--- src/rtl/mrc_pkg.sv ---
// Purpose: constants and types for the modem rts/cts control block
// Assumes: 100 MHz aclk, AXI4-Lite register access, 32-bit data
// Notes: register offsets are byte addresses
// Functional notes
// RULE1: clear-to-send high enables transmitter clocks
// RULE2: cts drop mid-byte finishes byte, then marks
// RULE3: no rts switch closed keeps rts off
// RULE4: per-character mode wraps each character in rts
// RULE5: always-on mode holds rts high
// RULE6: extension unit may override rts directly
// RULE7: turnaround mode chooses code or reverse channel
// RULE8: one turnaround code, ETX or EOT only
// RULE9: turnaround code received latches code-seen flag
// RULE10: code-seen toggles direction after carrier falls
// RULE11: code while sending switches to receive immediately
// RULE12: secondary receive low forces receive, rts off
// RULE13: reverse receive copies carrier onto secondary transmit
// RULE14: secondary high, carrier low raises rts promptly
// RULE15: reverse-channel direction change starts 250 ms lockout
// RULE16: remote raises secondary receive to request transmit
// RULE17: all timing derived from the system clock
// RULE18: modem inputs synchronised before use
package mrc_pkg;
   // ==========================================================
   // register map
   localparam int ADDR_W = 4;
   localparam logic [3:0] CTRL_OFS = 4'h0;
   localparam logic [3:0] STAT_OFS = 4'h4;
   localparam logic [1:0] RESP_OKAY = 2'h0;
   localparam logic [1:0] RESP_SLVERR = 2'h2;
   // ==========================================================
   // control fields
   localparam int CTRL_W = 4;
   localparam int F_MODE_LO = 0;
   localparam int F_MODE_HI = 1;
   localparam int F_TREV = 2;
   localparam int F_EOT = 3;
   localparam logic [3:0] CTRL_RST = 4'h0;
   localparam logic [1:0] MODE_OFF = 2'h0;
   localparam logic [1:0] MODE_CHAR = 2'h1;
   localparam logic [1:0] MODE_ON = 2'h2;
   localparam logic [1:0] MODE_TURN = 2'h3;
   localparam logic [7:0] CODE_ETX = 8'h03;
   localparam logic [7:0] CODE_EOT = 8'h04;
   // ==========================================================
   // status fields
   localparam int STAT_W = 8;
   localparam int S_CTS = 0;
   localparam int S_DCD = 1;
   localparam int S_SB = 2;
   localparam int S_RTS = 3;
   localparam int S_DIRTX = 4;
   localparam int S_SEEN = 5;
   localparam int S_LOCK = 6;
   localparam int S_TXEN = 7;
   // ==========================================================
   // timing
   localparam int CLK_KHZ = 100_000;
   localparam int LOCK_MS = 250;
   localparam int LOCK_CYC = LOCK_MS * CLK_KHZ;
   localparam int TMR_W = 25;
   typedef enum logic [1:0] {
      DIR_RX = 2'b01,
      DIR_TX = 2'b10
   } mrc_dir_e;
endpackage

--- src/rtl/mrc_tmr_if.sv ---
// Purpose: link between direction control and lockout timer
// Assumes: single aclk domain
// Notes: start is a one-cycle pulse, busy a level
interface mrc_tmr_if;
   logic start;
   logic busy;
   modport ctl (output start, input busy);
   modport tmr (input start, output busy);
endinterface

--- src/rtl/mrc_lock_timer.sv ---
// Purpose: lockout down-counter for reverse-channel direction changes
// Assumes: start pulses while ce is high
// Notes: restart reloads the full period
module mrc_lock_timer #(
   parameter logic [mrc_pkg::TMR_W-1:0] CYCLES =
      mrc_pkg::TMR_W'(mrc_pkg::LOCK_CYC)
) (
   input wire logic aclk,
   input wire logic aresetn,
   input wire logic ce,
   mrc_tmr_if.tmr t
);
   logic [mrc_pkg::TMR_W-1:0] cnt_q;

   // ==========================================================
   // counter
   always_ff @(posedge aclk) begin
      if (!aresetn) begin
         cnt_q <= '0;
      end else if (ce) begin
         if (t.start) begin
            cnt_q <= CYCLES; // [RULE15] [RULE17]
         end else if (cnt_q != '0) begin
            cnt_q <= cnt_q - 1'b1;
         end
      end
   end

   assign t.busy = (cnt_q != '0);

   a_lock_start: assert property (@(posedge aclk) disable iff (!aresetn)
      ce && t.start |=> t.busy) // [RULE15]
      else $error("lockout did not start");
endmodule

--- src/rtl/mrc_top.sv ---
// Purpose: modem rts/cts handshake control with AXI4-Lite registers
// Assumes: modem inputs asynchronous, transmitter signals synchronous
// Notes: ext_rts_en hands the rts pin to the extension port
module mrc_top #(
   parameter int unsigned LOCK_CYCLES = mrc_pkg::LOCK_CYC
) (
   input wire logic aclk,
   input wire logic aresetn,
   input wire logic ce,
   // axi4-lite slave
   input wire logic awvalid,
   output logic awready,
   input wire logic [mrc_pkg::ADDR_W-1:0] awaddr,
   input wire logic [2:0] awprot,
   input wire logic wvalid,
   output logic wready,
   input wire logic [31:0] wdata,
   input wire logic [3:0] wstrb,
   output logic bvalid,
   input wire logic bready,
   output logic [1:0] bresp,
   input wire logic arvalid,
   output logic arready,
   input wire logic [mrc_pkg::ADDR_W-1:0] araddr,
   input wire logic [2:0] arprot,
   output logic rvalid,
   input wire logic rready,
   output logic [31:0] rdata,
   output logic [1:0] rresp,
   // modem side
   input wire logic cts_in,
   input wire logic dcd_in,
   input wire logic sec_rxd_in,
   input wire logic ext_rts_en,
   input wire logic ext_rts,
   output logic rts_out,
   output logic sec_txd_out,
   // transmitter and receive buffer side
   input wire logic tx_req,
   input wire logic tx_busy,
   input wire logic rx_strobe,
   input wire logic [7:0] rx_data,
   output logic tx_clk_en,
   output logic tx_go
);
   // ==========================================================
   // declarations
   logic aw_hold_q;
   logic w_hold_q;
   logic [mrc_pkg::ADDR_W-1:0] awaddr_q;
   logic [31:0] wdata_q;
   logic [3:0] wstrb_q;
   logic bvalid_q;
   logic [1:0] bresp_q;
   logic rvalid_q;
   logic [31:0] rdata_q;
   logic [1:0] rresp_q;
   logic do_write;
   logic [mrc_pkg::CTRL_W-1:0] ctrl_q;
   logic [mrc_pkg::STAT_W-1:0] status;
   logic cts_m_q, cts_s_q;
   logic dcd_m_q, dcd_s_q;
   logic sb_m_q, sb_s_q;
   logic [1:0] mode;
   logic turn_code;
   logic turn_rev;
   logic [7:0] sel_code;
   logic code_hit;
   logic seen_q;
   mrc_pkg::mrc_dir_e dir_q, dir_d;
   logic rts_q, rts_d;
   logic sec_txd_q;
   logic txen_q;
   mrc_tmr_if tmr ();

   // ==========================================================
   // address decode
   function automatic logic [1:0] reg_hit(
      input logic [mrc_pkg::ADDR_W-1:0] a
   );
      reg_hit = {a == mrc_pkg::STAT_OFS, a == mrc_pkg::CTRL_OFS};
   endfunction

   // ==========================================================
   // write channels: address and data taken in either order
   assign awready = !aw_hold_q && !bvalid_q;
   assign wready = !w_hold_q && !bvalid_q;
   assign do_write = aw_hold_q && w_hold_q && !bvalid_q;

   always_ff @(posedge aclk) begin
      if (!aresetn) begin
         aw_hold_q <= 1'b0;
         awaddr_q <= '0;
      end else if (ce) begin
         if (awvalid && awready) begin
            aw_hold_q <= 1'b1;
            awaddr_q <= awaddr;
         end else if (do_write) begin
            aw_hold_q <= 1'b0;
         end
      end
   end

   always_ff @(posedge aclk) begin
      if (!aresetn) begin
         w_hold_q <= 1'b0;
         wdata_q <= '0;
         wstrb_q <= '0;
      end else if (ce) begin
         if (wvalid && wready) begin
            w_hold_q <= 1'b1;
            wdata_q <= wdata;
            wstrb_q <= wstrb;
         end else if (do_write) begin
            w_hold_q <= 1'b0;
         end
      end
   end

   always_ff @(posedge aclk) begin
      if (!aresetn) begin
         bvalid_q <= 1'b0;
         bresp_q <= mrc_pkg::RESP_OKAY;
      end else if (ce) begin
         if (do_write) begin
            bvalid_q <= 1'b1;
            bresp_q <= (reg_hit(awaddr_q) != 2'h0) ?
               mrc_pkg::RESP_OKAY : mrc_pkg::RESP_SLVERR;
         end else if (bready) begin
            bvalid_q <= 1'b0;
         end
      end
   end

   assign bvalid = bvalid_q;
   assign bresp = bresp_q;

   // control register, low byte lane only carries fields
   always_ff @(posedge aclk) begin
      if (!aresetn) begin
         ctrl_q <= mrc_pkg::CTRL_RST;
      end else if (ce) begin
         if (do_write && reg_hit(awaddr_q) == 2'h1 && wstrb_q[0]) begin
            ctrl_q <= wdata_q[mrc_pkg::CTRL_W-1:0];
         end
      end
   end

   // ==========================================================
   // read channel
   assign arready = !rvalid_q;

   always_ff @(posedge aclk) begin
      if (!aresetn) begin
         rvalid_q <= 1'b0;
         rdata_q <= '0;
         rresp_q <= mrc_pkg::RESP_OKAY;
      end else if (ce) begin
         if (arvalid && arready) begin
            rvalid_q <= 1'b1;
            rresp_q <= mrc_pkg::RESP_OKAY;
            unique case (reg_hit(araddr))
               2'h1: rdata_q <= {28'h0000000, ctrl_q};
               2'h2: rdata_q <= {24'h000000, status};
               default: begin
                  rdata_q <= '0;
                  rresp_q <= mrc_pkg::RESP_SLVERR;
               end
            endcase
         end else if (rready) begin
            rvalid_q <= 1'b0;
         end
      end
   end

   assign rvalid = rvalid_q;
   assign rdata = rdata_q;
   assign rresp = rresp_q;

   // ==========================================================
   // modem input synchronisers
   always_ff @(posedge aclk) begin
      if (!aresetn) begin
         cts_m_q <= 1'b0;
         cts_s_q <= 1'b0;
         dcd_m_q <= 1'b0;
         dcd_s_q <= 1'b0;
         sb_m_q <= 1'b0;
         sb_s_q <= 1'b0;
      end else if (ce) begin
         cts_m_q <= cts_in; // [RULE18]
         cts_s_q <= cts_m_q;
         dcd_m_q <= dcd_in;
         dcd_s_q <= dcd_m_q;
         sb_m_q <= sec_rxd_in;
         sb_s_q <= sb_m_q;
      end
   end

   // ==========================================================
   // mode decode
   assign mode = ctrl_q[mrc_pkg::F_MODE_HI:mrc_pkg::F_MODE_LO];
   assign turn_code = (mode == mrc_pkg::MODE_TURN) &&
      !ctrl_q[mrc_pkg::F_TREV]; // [RULE7]
   assign turn_rev = (mode == mrc_pkg::MODE_TURN) &&
      ctrl_q[mrc_pkg::F_TREV]; // [RULE7]
   assign sel_code = ctrl_q[mrc_pkg::F_EOT] ?
      mrc_pkg::CODE_EOT : mrc_pkg::CODE_ETX; // [RULE8]
   assign code_hit = turn_code && rx_strobe &&
      (rx_data == sel_code); // [RULE8]

   // ==========================================================
   // transmitter clock gating
   always_ff @(posedge aclk) begin
      if (!aresetn) begin
         txen_q <= 1'b0;
      end else if (ce) begin
         // a byte in flight keeps its clocks, line then idles marking
         txen_q <= cts_s_q || tx_busy; // [RULE1] [RULE2]
      end
   end

   assign tx_clk_en = txen_q;
   assign tx_go = tx_req && txen_q &&
      ((mode != mrc_pkg::MODE_CHAR) || rts_q); // [RULE4]

   // ==========================================================
   // code-seen flag: a new code wins over its consumption
   always_ff @(posedge aclk) begin
      if (!aresetn) begin
         seen_q <= 1'b0;
      end else if (ce) begin
         if (!turn_code) begin
            seen_q <= 1'b0;
         end else if (code_hit && dir_q == mrc_pkg::DIR_RX) begin
            seen_q <= 1'b1; // [RULE9]
         end else if (dir_q == mrc_pkg::DIR_TX || !dcd_s_q) begin
            seen_q <= 1'b0;
         end
      end
   end

   // ==========================================================
   // direction state
   always_comb begin
      dir_d = dir_q;
      unique case (dir_q)
         mrc_pkg::DIR_RX: begin
            if (turn_code && seen_q && !dcd_s_q) begin
               dir_d = mrc_pkg::DIR_TX; // [RULE10]
            end
            if (turn_rev && sb_s_q && !dcd_s_q && !tmr.busy) begin
               dir_d = mrc_pkg::DIR_TX; // [RULE14] [RULE15] [RULE16]
            end
         end
         mrc_pkg::DIR_TX: begin
            if (code_hit) begin
               dir_d = mrc_pkg::DIR_RX; // [RULE11]
            end
            if (turn_rev && !sb_s_q) begin
               dir_d = mrc_pkg::DIR_RX; // [RULE12]
            end
         end
         default: dir_d = mrc_pkg::DIR_RX;
      endcase
      if (!turn_code && !turn_rev) begin
         dir_d = mrc_pkg::DIR_RX;
      end
   end

   always_ff @(posedge aclk) begin
      if (!aresetn) begin
         dir_q <= mrc_pkg::DIR_RX;
      end else if (ce) begin
         dir_q <= dir_d;
      end
   end

   // every reverse-channel turn starts the lockout
   assign tmr.start = ce && turn_rev && (dir_d != dir_q); // [RULE15]

   mrc_lock_timer #(
      .CYCLES(mrc_pkg::TMR_W'(LOCK_CYCLES))
   ) u_lock (
      .aclk(aclk),
      .aresetn(aresetn),
      .ce(ce),
      .t(tmr)
   );

   // ==========================================================
   // request-to-send and secondary transmit
   always_comb begin
      unique case (mode)
         mrc_pkg::MODE_OFF: rts_d = 1'b0; // [RULE3]
         mrc_pkg::MODE_CHAR: rts_d = tx_req || tx_busy; // [RULE4]
         mrc_pkg::MODE_ON: rts_d = 1'b1; // [RULE5]
         mrc_pkg::MODE_TURN: rts_d = (dir_d == mrc_pkg::DIR_TX);
      endcase
   end

   always_ff @(posedge aclk) begin
      if (!aresetn) begin
         rts_q <= 1'b0;
      end else if (ce) begin
         rts_q <= rts_d;
      end
   end

   always_ff @(posedge aclk) begin
      if (!aresetn) begin
         sec_txd_q <= 1'b1;
      end else if (ce) begin
         if (turn_rev && dir_d == mrc_pkg::DIR_RX) begin
            sec_txd_q <= dcd_s_q; // [RULE13]
         end else begin
            sec_txd_q <= 1'b1;
         end
      end
   end

   // extension port may take the pin over
   assign rts_out = ext_rts_en ? ext_rts : rts_q; // [RULE6]
   assign sec_txd_out = sec_txd_q;

   // ==========================================================
   // status view
   always_comb begin
      status = '0;
      status[mrc_pkg::S_CTS] = cts_s_q;
      status[mrc_pkg::S_DCD] = dcd_s_q;
      status[mrc_pkg::S_SB] = sb_s_q;
      status[mrc_pkg::S_RTS] = rts_q;
      status[mrc_pkg::S_DIRTX] = (dir_q == mrc_pkg::DIR_TX);
      status[mrc_pkg::S_SEEN] = seen_q;
      status[mrc_pkg::S_LOCK] = tmr.busy;
      status[mrc_pkg::S_TXEN] = txen_q;
   end

   // ==========================================================
   // checks
   a_cts_clk_on: assert property (@(posedge aclk) disable iff (!aresetn)
      ce && cts_s_q |=> txen_q) // [RULE1]
      else $error("cts high but transmit clocks off");

   a_byte_finish: assert property (@(posedge aclk) disable iff (!aresetn)
      ce && tx_busy && !cts_s_q |=> txen_q) // [RULE2]
      else $error("clocks stopped mid byte");

   a_rts_off_mode: assert property (@(posedge aclk) disable iff (!aresetn)
      ce && mode == mrc_pkg::MODE_OFF |=> !rts_q) // [RULE3]
      else $error("rts raised with all switches open");

   a_char_rts_first: assert property (@(posedge aclk)
      disable iff (!aresetn)
      ce && mode == mrc_pkg::MODE_CHAR && tx_req |=> rts_q) // [RULE4]
      else $error("rts not raised for pending character");

   a_char_rts_drop: assert property (@(posedge aclk)
      disable iff (!aresetn)
      ce && mode == mrc_pkg::MODE_CHAR && !tx_req && !tx_busy
      |=> !rts_q) // [RULE4]
      else $error("rts held after character left");

   a_rts_always: assert property (@(posedge aclk) disable iff (!aresetn)
      ce && mode == mrc_pkg::MODE_ON |=> rts_q) // [RULE5]
      else $error("rts low in always-on mode");

   a_code_other: assert property (@(posedge aclk) disable iff (!aresetn)
      ce && turn_code && !seen_q && dir_q == mrc_pkg::DIR_RX &&
      rx_strobe && rx_data != sel_code |=> !seen_q) // [RULE8]
      else $error("wrong code latched");

   a_code_latch: assert property (@(posedge aclk) disable iff (!aresetn)
      ce && code_hit && dir_q == mrc_pkg::DIR_RX |=> seen_q) // [RULE9]
      else $error("turnaround code not latched");

   a_turn_wait: assert property (@(posedge aclk) disable iff (!aresetn)
      ce && turn_code && dir_q == mrc_pkg::DIR_RX && dcd_s_q
      |=> dir_q == mrc_pkg::DIR_RX) // [RULE10]
      else $error("turned before carrier fell");

   a_turn_stop: assert property (@(posedge aclk) disable iff (!aresetn)
      ce && code_hit && dir_q == mrc_pkg::DIR_TX
      |=> dir_q == mrc_pkg::DIR_RX) // [RULE11]
      else $error("code while sending did not stop");

   a_rev_sb_low: assert property (@(posedge aclk) disable iff (!aresetn)
      ce && turn_rev && !sb_s_q |=> dir_q == mrc_pkg::DIR_RX && !rts_q)
      else $error("secondary low did not force receive"); // [RULE12]

   a_rev_sec_txd: assert property (@(posedge aclk) disable iff (!aresetn)
      ce && turn_rev && dir_d == mrc_pkg::DIR_RX
      |=> sec_txd_q == $past(dcd_s_q)) // [RULE13]
      else $error("secondary transmit not following carrier");

   a_rev_turn_on: assert property (@(posedge aclk) disable iff (!aresetn)
      ce && turn_rev && dir_q == mrc_pkg::DIR_RX && sb_s_q &&
      !dcd_s_q && !tmr.busy |=> rts_q) // [RULE14]
      else $error("rts not raised on reverse request");

   a_lock_hold: assert property (@(posedge aclk) disable iff (!aresetn)
      ce && turn_rev && tmr.busy && dir_q == mrc_pkg::DIR_RX
      |=> dir_q == mrc_pkg::DIR_RX) // [RULE15]
      else $error("direction changed during lockout");
endmodule

--- config.mk ---
export PLATFORM = sky130hd
export DESIGN_NAME = mrc_top
export DESIGN_NICKNAME = d
export VERILOG_FILES = /design/src/rtl/mrc_pkg.sv /design/src/rtl/mrc_tmr_if.sv /design/src/rtl/mrc_lock_timer.sv /design/src/rtl/mrc_top.sv
export SDC_FILE = /design/constraint.sdc
export NUM_CORES = 1
export LEC_CHECK = 0
export ABC_AREA = 1
export BUFFER_PORTS_ARGS = -buffer_cell sky130_fd_sc_hd__buf_2
export CAP_MARGIN = 20
export CORE_ASPECT_RATIO = 1.1
export CORE_MARGIN = 10
export CORE_UTILIZATION = 30
export DETAILED_ROUTE_END_ITERATION = 8
export SYNTH_ARGS = -nofsm -noshare
export SYNTH_HDL_FRONTEND = slang
export SYNTH_SLANG_ARGS = --single-unit
--- constraint.sdc ---
create_clock -name aclk -period 1.95 [get_ports aclk]
set_input_delay 0.2925 -clock aclk [delete_from_list [all_inputs] [get_ports aclk]]
set_output_delay 0.2925 -clock aclk [all_outputs]
set_load 0.05 [all_outputs]
==> results.ini <==
[route]
routed_wirelength_um = 8660
drc = 0
route.antenna.remaining_nets = 0
drtIter0Drc = 157
drt_first_pass_iters = 4
wire_per_inst_um = 12.2
vias_per_cell = 4.38
num_vias = 3103

[global_route]
use_met3_pct = 3.61
antenna_found_initial = 0
grt_pass1_vias = 3118
gr-max-usage-layer = met2
grt_max_degree = 25
grt_pass1_wl_um = 14400
grt-ovfl-total = 0
use_met1_pct = 12.0
grt_usage_pct = 10.6
grt_util_met2_pct = 18.1

[clocking]
clock_path_buffers = 2
clockRootBuffer = clkbuf_16
clkSinkCount = 64
cts_tree = yes
cts_resized = 0
post-cts-setup-buffer-count = 0
cts.clk_slew.worst_paths_ns = 0.05
holdBufCountCts = 0
clk-insertion-delay-late_ns = 0.33
htree_levels = 3
cts_buffers = 9

[timing]
rsz0062_at_grt = false
fin_ws_ns = 0.147
period_share_pct = 92.5
finalSetupViolCount = 0
finClkSkew_ns = 0.00333
whs_ns = 0.189
hold_viol = 0
layout_min_cycle_time_ns = 1.80
fin_setup_tns_ns = 0
drv_slew = 0
max_freq_mhz = 555

[floorplanning]
coreArea_mm2 = 0.0115
dieArea_mm2 = 0.0167
die_w_um = 124
io_pins = 119
die_y_um = 134
start_util_pct = 30.9
core.rowCount = 41

[setup_path]
worstPathRequired_ns = 2.17
crit_path_end_kind = flip-flop
crit_type = reg -> reg
critPathLaunchType = flip-flop
crit_fanout = 4
worstPathArrival_ns = 2.02

[min_path]
hp-class = in -> reg

[power_and_ir_drop]
p_switching_mw = 2.47
intPower_mw = 3.64
clkPwrFrac_pct = 26.9
seqPwrFrac_pct = 29.7
p_per_area_mw_per_mm2 = 1390
irDropWorstVdd_uv = 586
combinationalPowerShare_pct = 43.4
p_leak_nw = 1.94
swShare_pct = 40.4

[synth]
synth_top_cell_by_area = dfxtp_1
syn_area_per_cell_um2 = 7.44
async_flop_share_pct = 0
synth.distinct_cells = 37
syn_inst = 480
synth_top_area_share_pct = 35.9
ys_ff_latch = 64
yosysMostFrequentCell = nand2_1
yosys-top-cells-area = dfxtp_1 (36%), nand2_1 (7.6%), nor2_1 (6.8%), buf_4 (5.5%), inv_1 (5.4%)
synth_area_mm2 = 0.00357
synth_commonest_cells = nand2_1 (72), nor2_1 (65), dfxtp_1 (64)
yosysWarnings = 0
synth_flop_cell = dfxtp_1
synth_edf_count = 0
yosysSeqAreaShare_pct = 35.9

[finish]
final_cells = 708
utilization_pct = 38.0
layout.nets = 632
num_antenna_cells = 0
drive_above_1_share_pct = 26.3
areaGrowthSynthToFinish_pct = 22.7

[job]
drv_cap = 0

[placed_design]
routabilityCongestion = 0.850
port_buffers = 55
place_ws_ns = 0.0713
place_inst = 692
post-dp-hpwl_um = 6920

[run_status]
status = completed

## power groups by stage
stage	combinational, mW	sequential, mW	clock (mW)
after floorplan	2.15	1.81	0
after global placement	2.56	1.83	0
after detailed placement	2.60	1.83	0
after CTS	2.63	1.81	1.66
after global routing	2.94	1.85	1.72
final	2.65	1.81	1.64
## through the flow
stage	total power [mW]	cell area, µm²
floorplan	3.95	3670
global placement	4.39	4050
detailed placement	4.43	4050
CTS	6.10	4360
global route	6.51	4380
finish	6.10	4380
## final timing paths
kind	from	end	cells after the start	slack (ns)
setup / recovery	u_lock.cnt_q[8]	u_lock.cnt_q[8]	13	0.15
hold reg to reg	wdata_q[0]	wdata_q[0]	2	0.45
hold / removal	sec_rxd_in	sb_m_q	3	0.19
setup reg to reg	u_lock.cnt_q[8]	u_lock.cnt_q[8]	13	0.15
## cell type report
| class | count | area [µm²] |
|---|---|---|
| clock inverter | 5 | 53.8 |
| fill | 1208 | 7160 |
| multi-input combinational | 349 | 1940 |
| sequential | 64 | 1280 |
| clock buffer | 11 | 253 |
| inverter | 54 | 203 |
| timing repair buffer | 75 | 467 |
| tap | 150 | 188 |
## metal layers
metal | routed length [µm] | up-vias
met5 | 0 | -
met2 | 4310 | 72
li1 | - | 1630
met1 | 3710 | 1388
met4 | 116 | 0
met3 | 525 | 13
## kinds of logic (layout without fill, tap and decap cells)
kind of cell	after synthesis	in the layout	synth area share, %
xor gates and xnor gates	23	23	5.64
adders and majority gates	5	5	1.75
other	1	26	0.105
buffers and inverters	92	145	13.1
and+or+nand+nor	219	219	31.1
DFF	64	64	35.9
AOI/OAI and AO/OA	76	76	12.3
## worst max-delay path, cell delays in order (launching register included)
cell and delay (ns):
dfxtp_1 0.37, nor2_4 0.18, nand2_4 0.08, nor2_2 0.12, nand2_2 0.09, nor2_4 0.19
nand2_2 0.07, nand2_1 0.08, nand4_2 0.07, nand3_2 0.10, nand2_4 0.06, nand2_4 0.10
buf_4 0.15, nor2_4 0.03
## layout by cell type, fill, tap and decap left out, drive strengths merged
cell type / netlist / layout
nor2: 89 / 89
nand2: 82 / 82
buf: 32 / 75
dfxtp: 64 / 64
inv: 53 / 54
a21oi: 39 / 39
o21ai: 27 / 27
conb: 1 / 26
xor2: 17 / 17
nand3: 17 / 17
nor3: 13 / 13
clkbuf: 6 / 11
nand4: 9 / 9
xnor2: 6 / 6
a211oi: 5 / 5
ha: 5 / 5
clkinv: 1 / 4
nor4: 3 / 3
nand3b: 3 / 3
o22ai: 3 / 3
or2: 2 / 2
o311ai: 1 / 1
o31ai: 1 / 1
or4: 1 / 1
bufinv: 0 / 1
## sequential cells by signal, summed over array words and instances, names as in the netlist, 2 cells and up
register and cells:
rdata 8, dir_q 2, u_lock.cnt_q 25, ctrl_q 4
wdata_q 4, awaddr_q 4
Note: power is estimated with default switching activity, not from simulation.
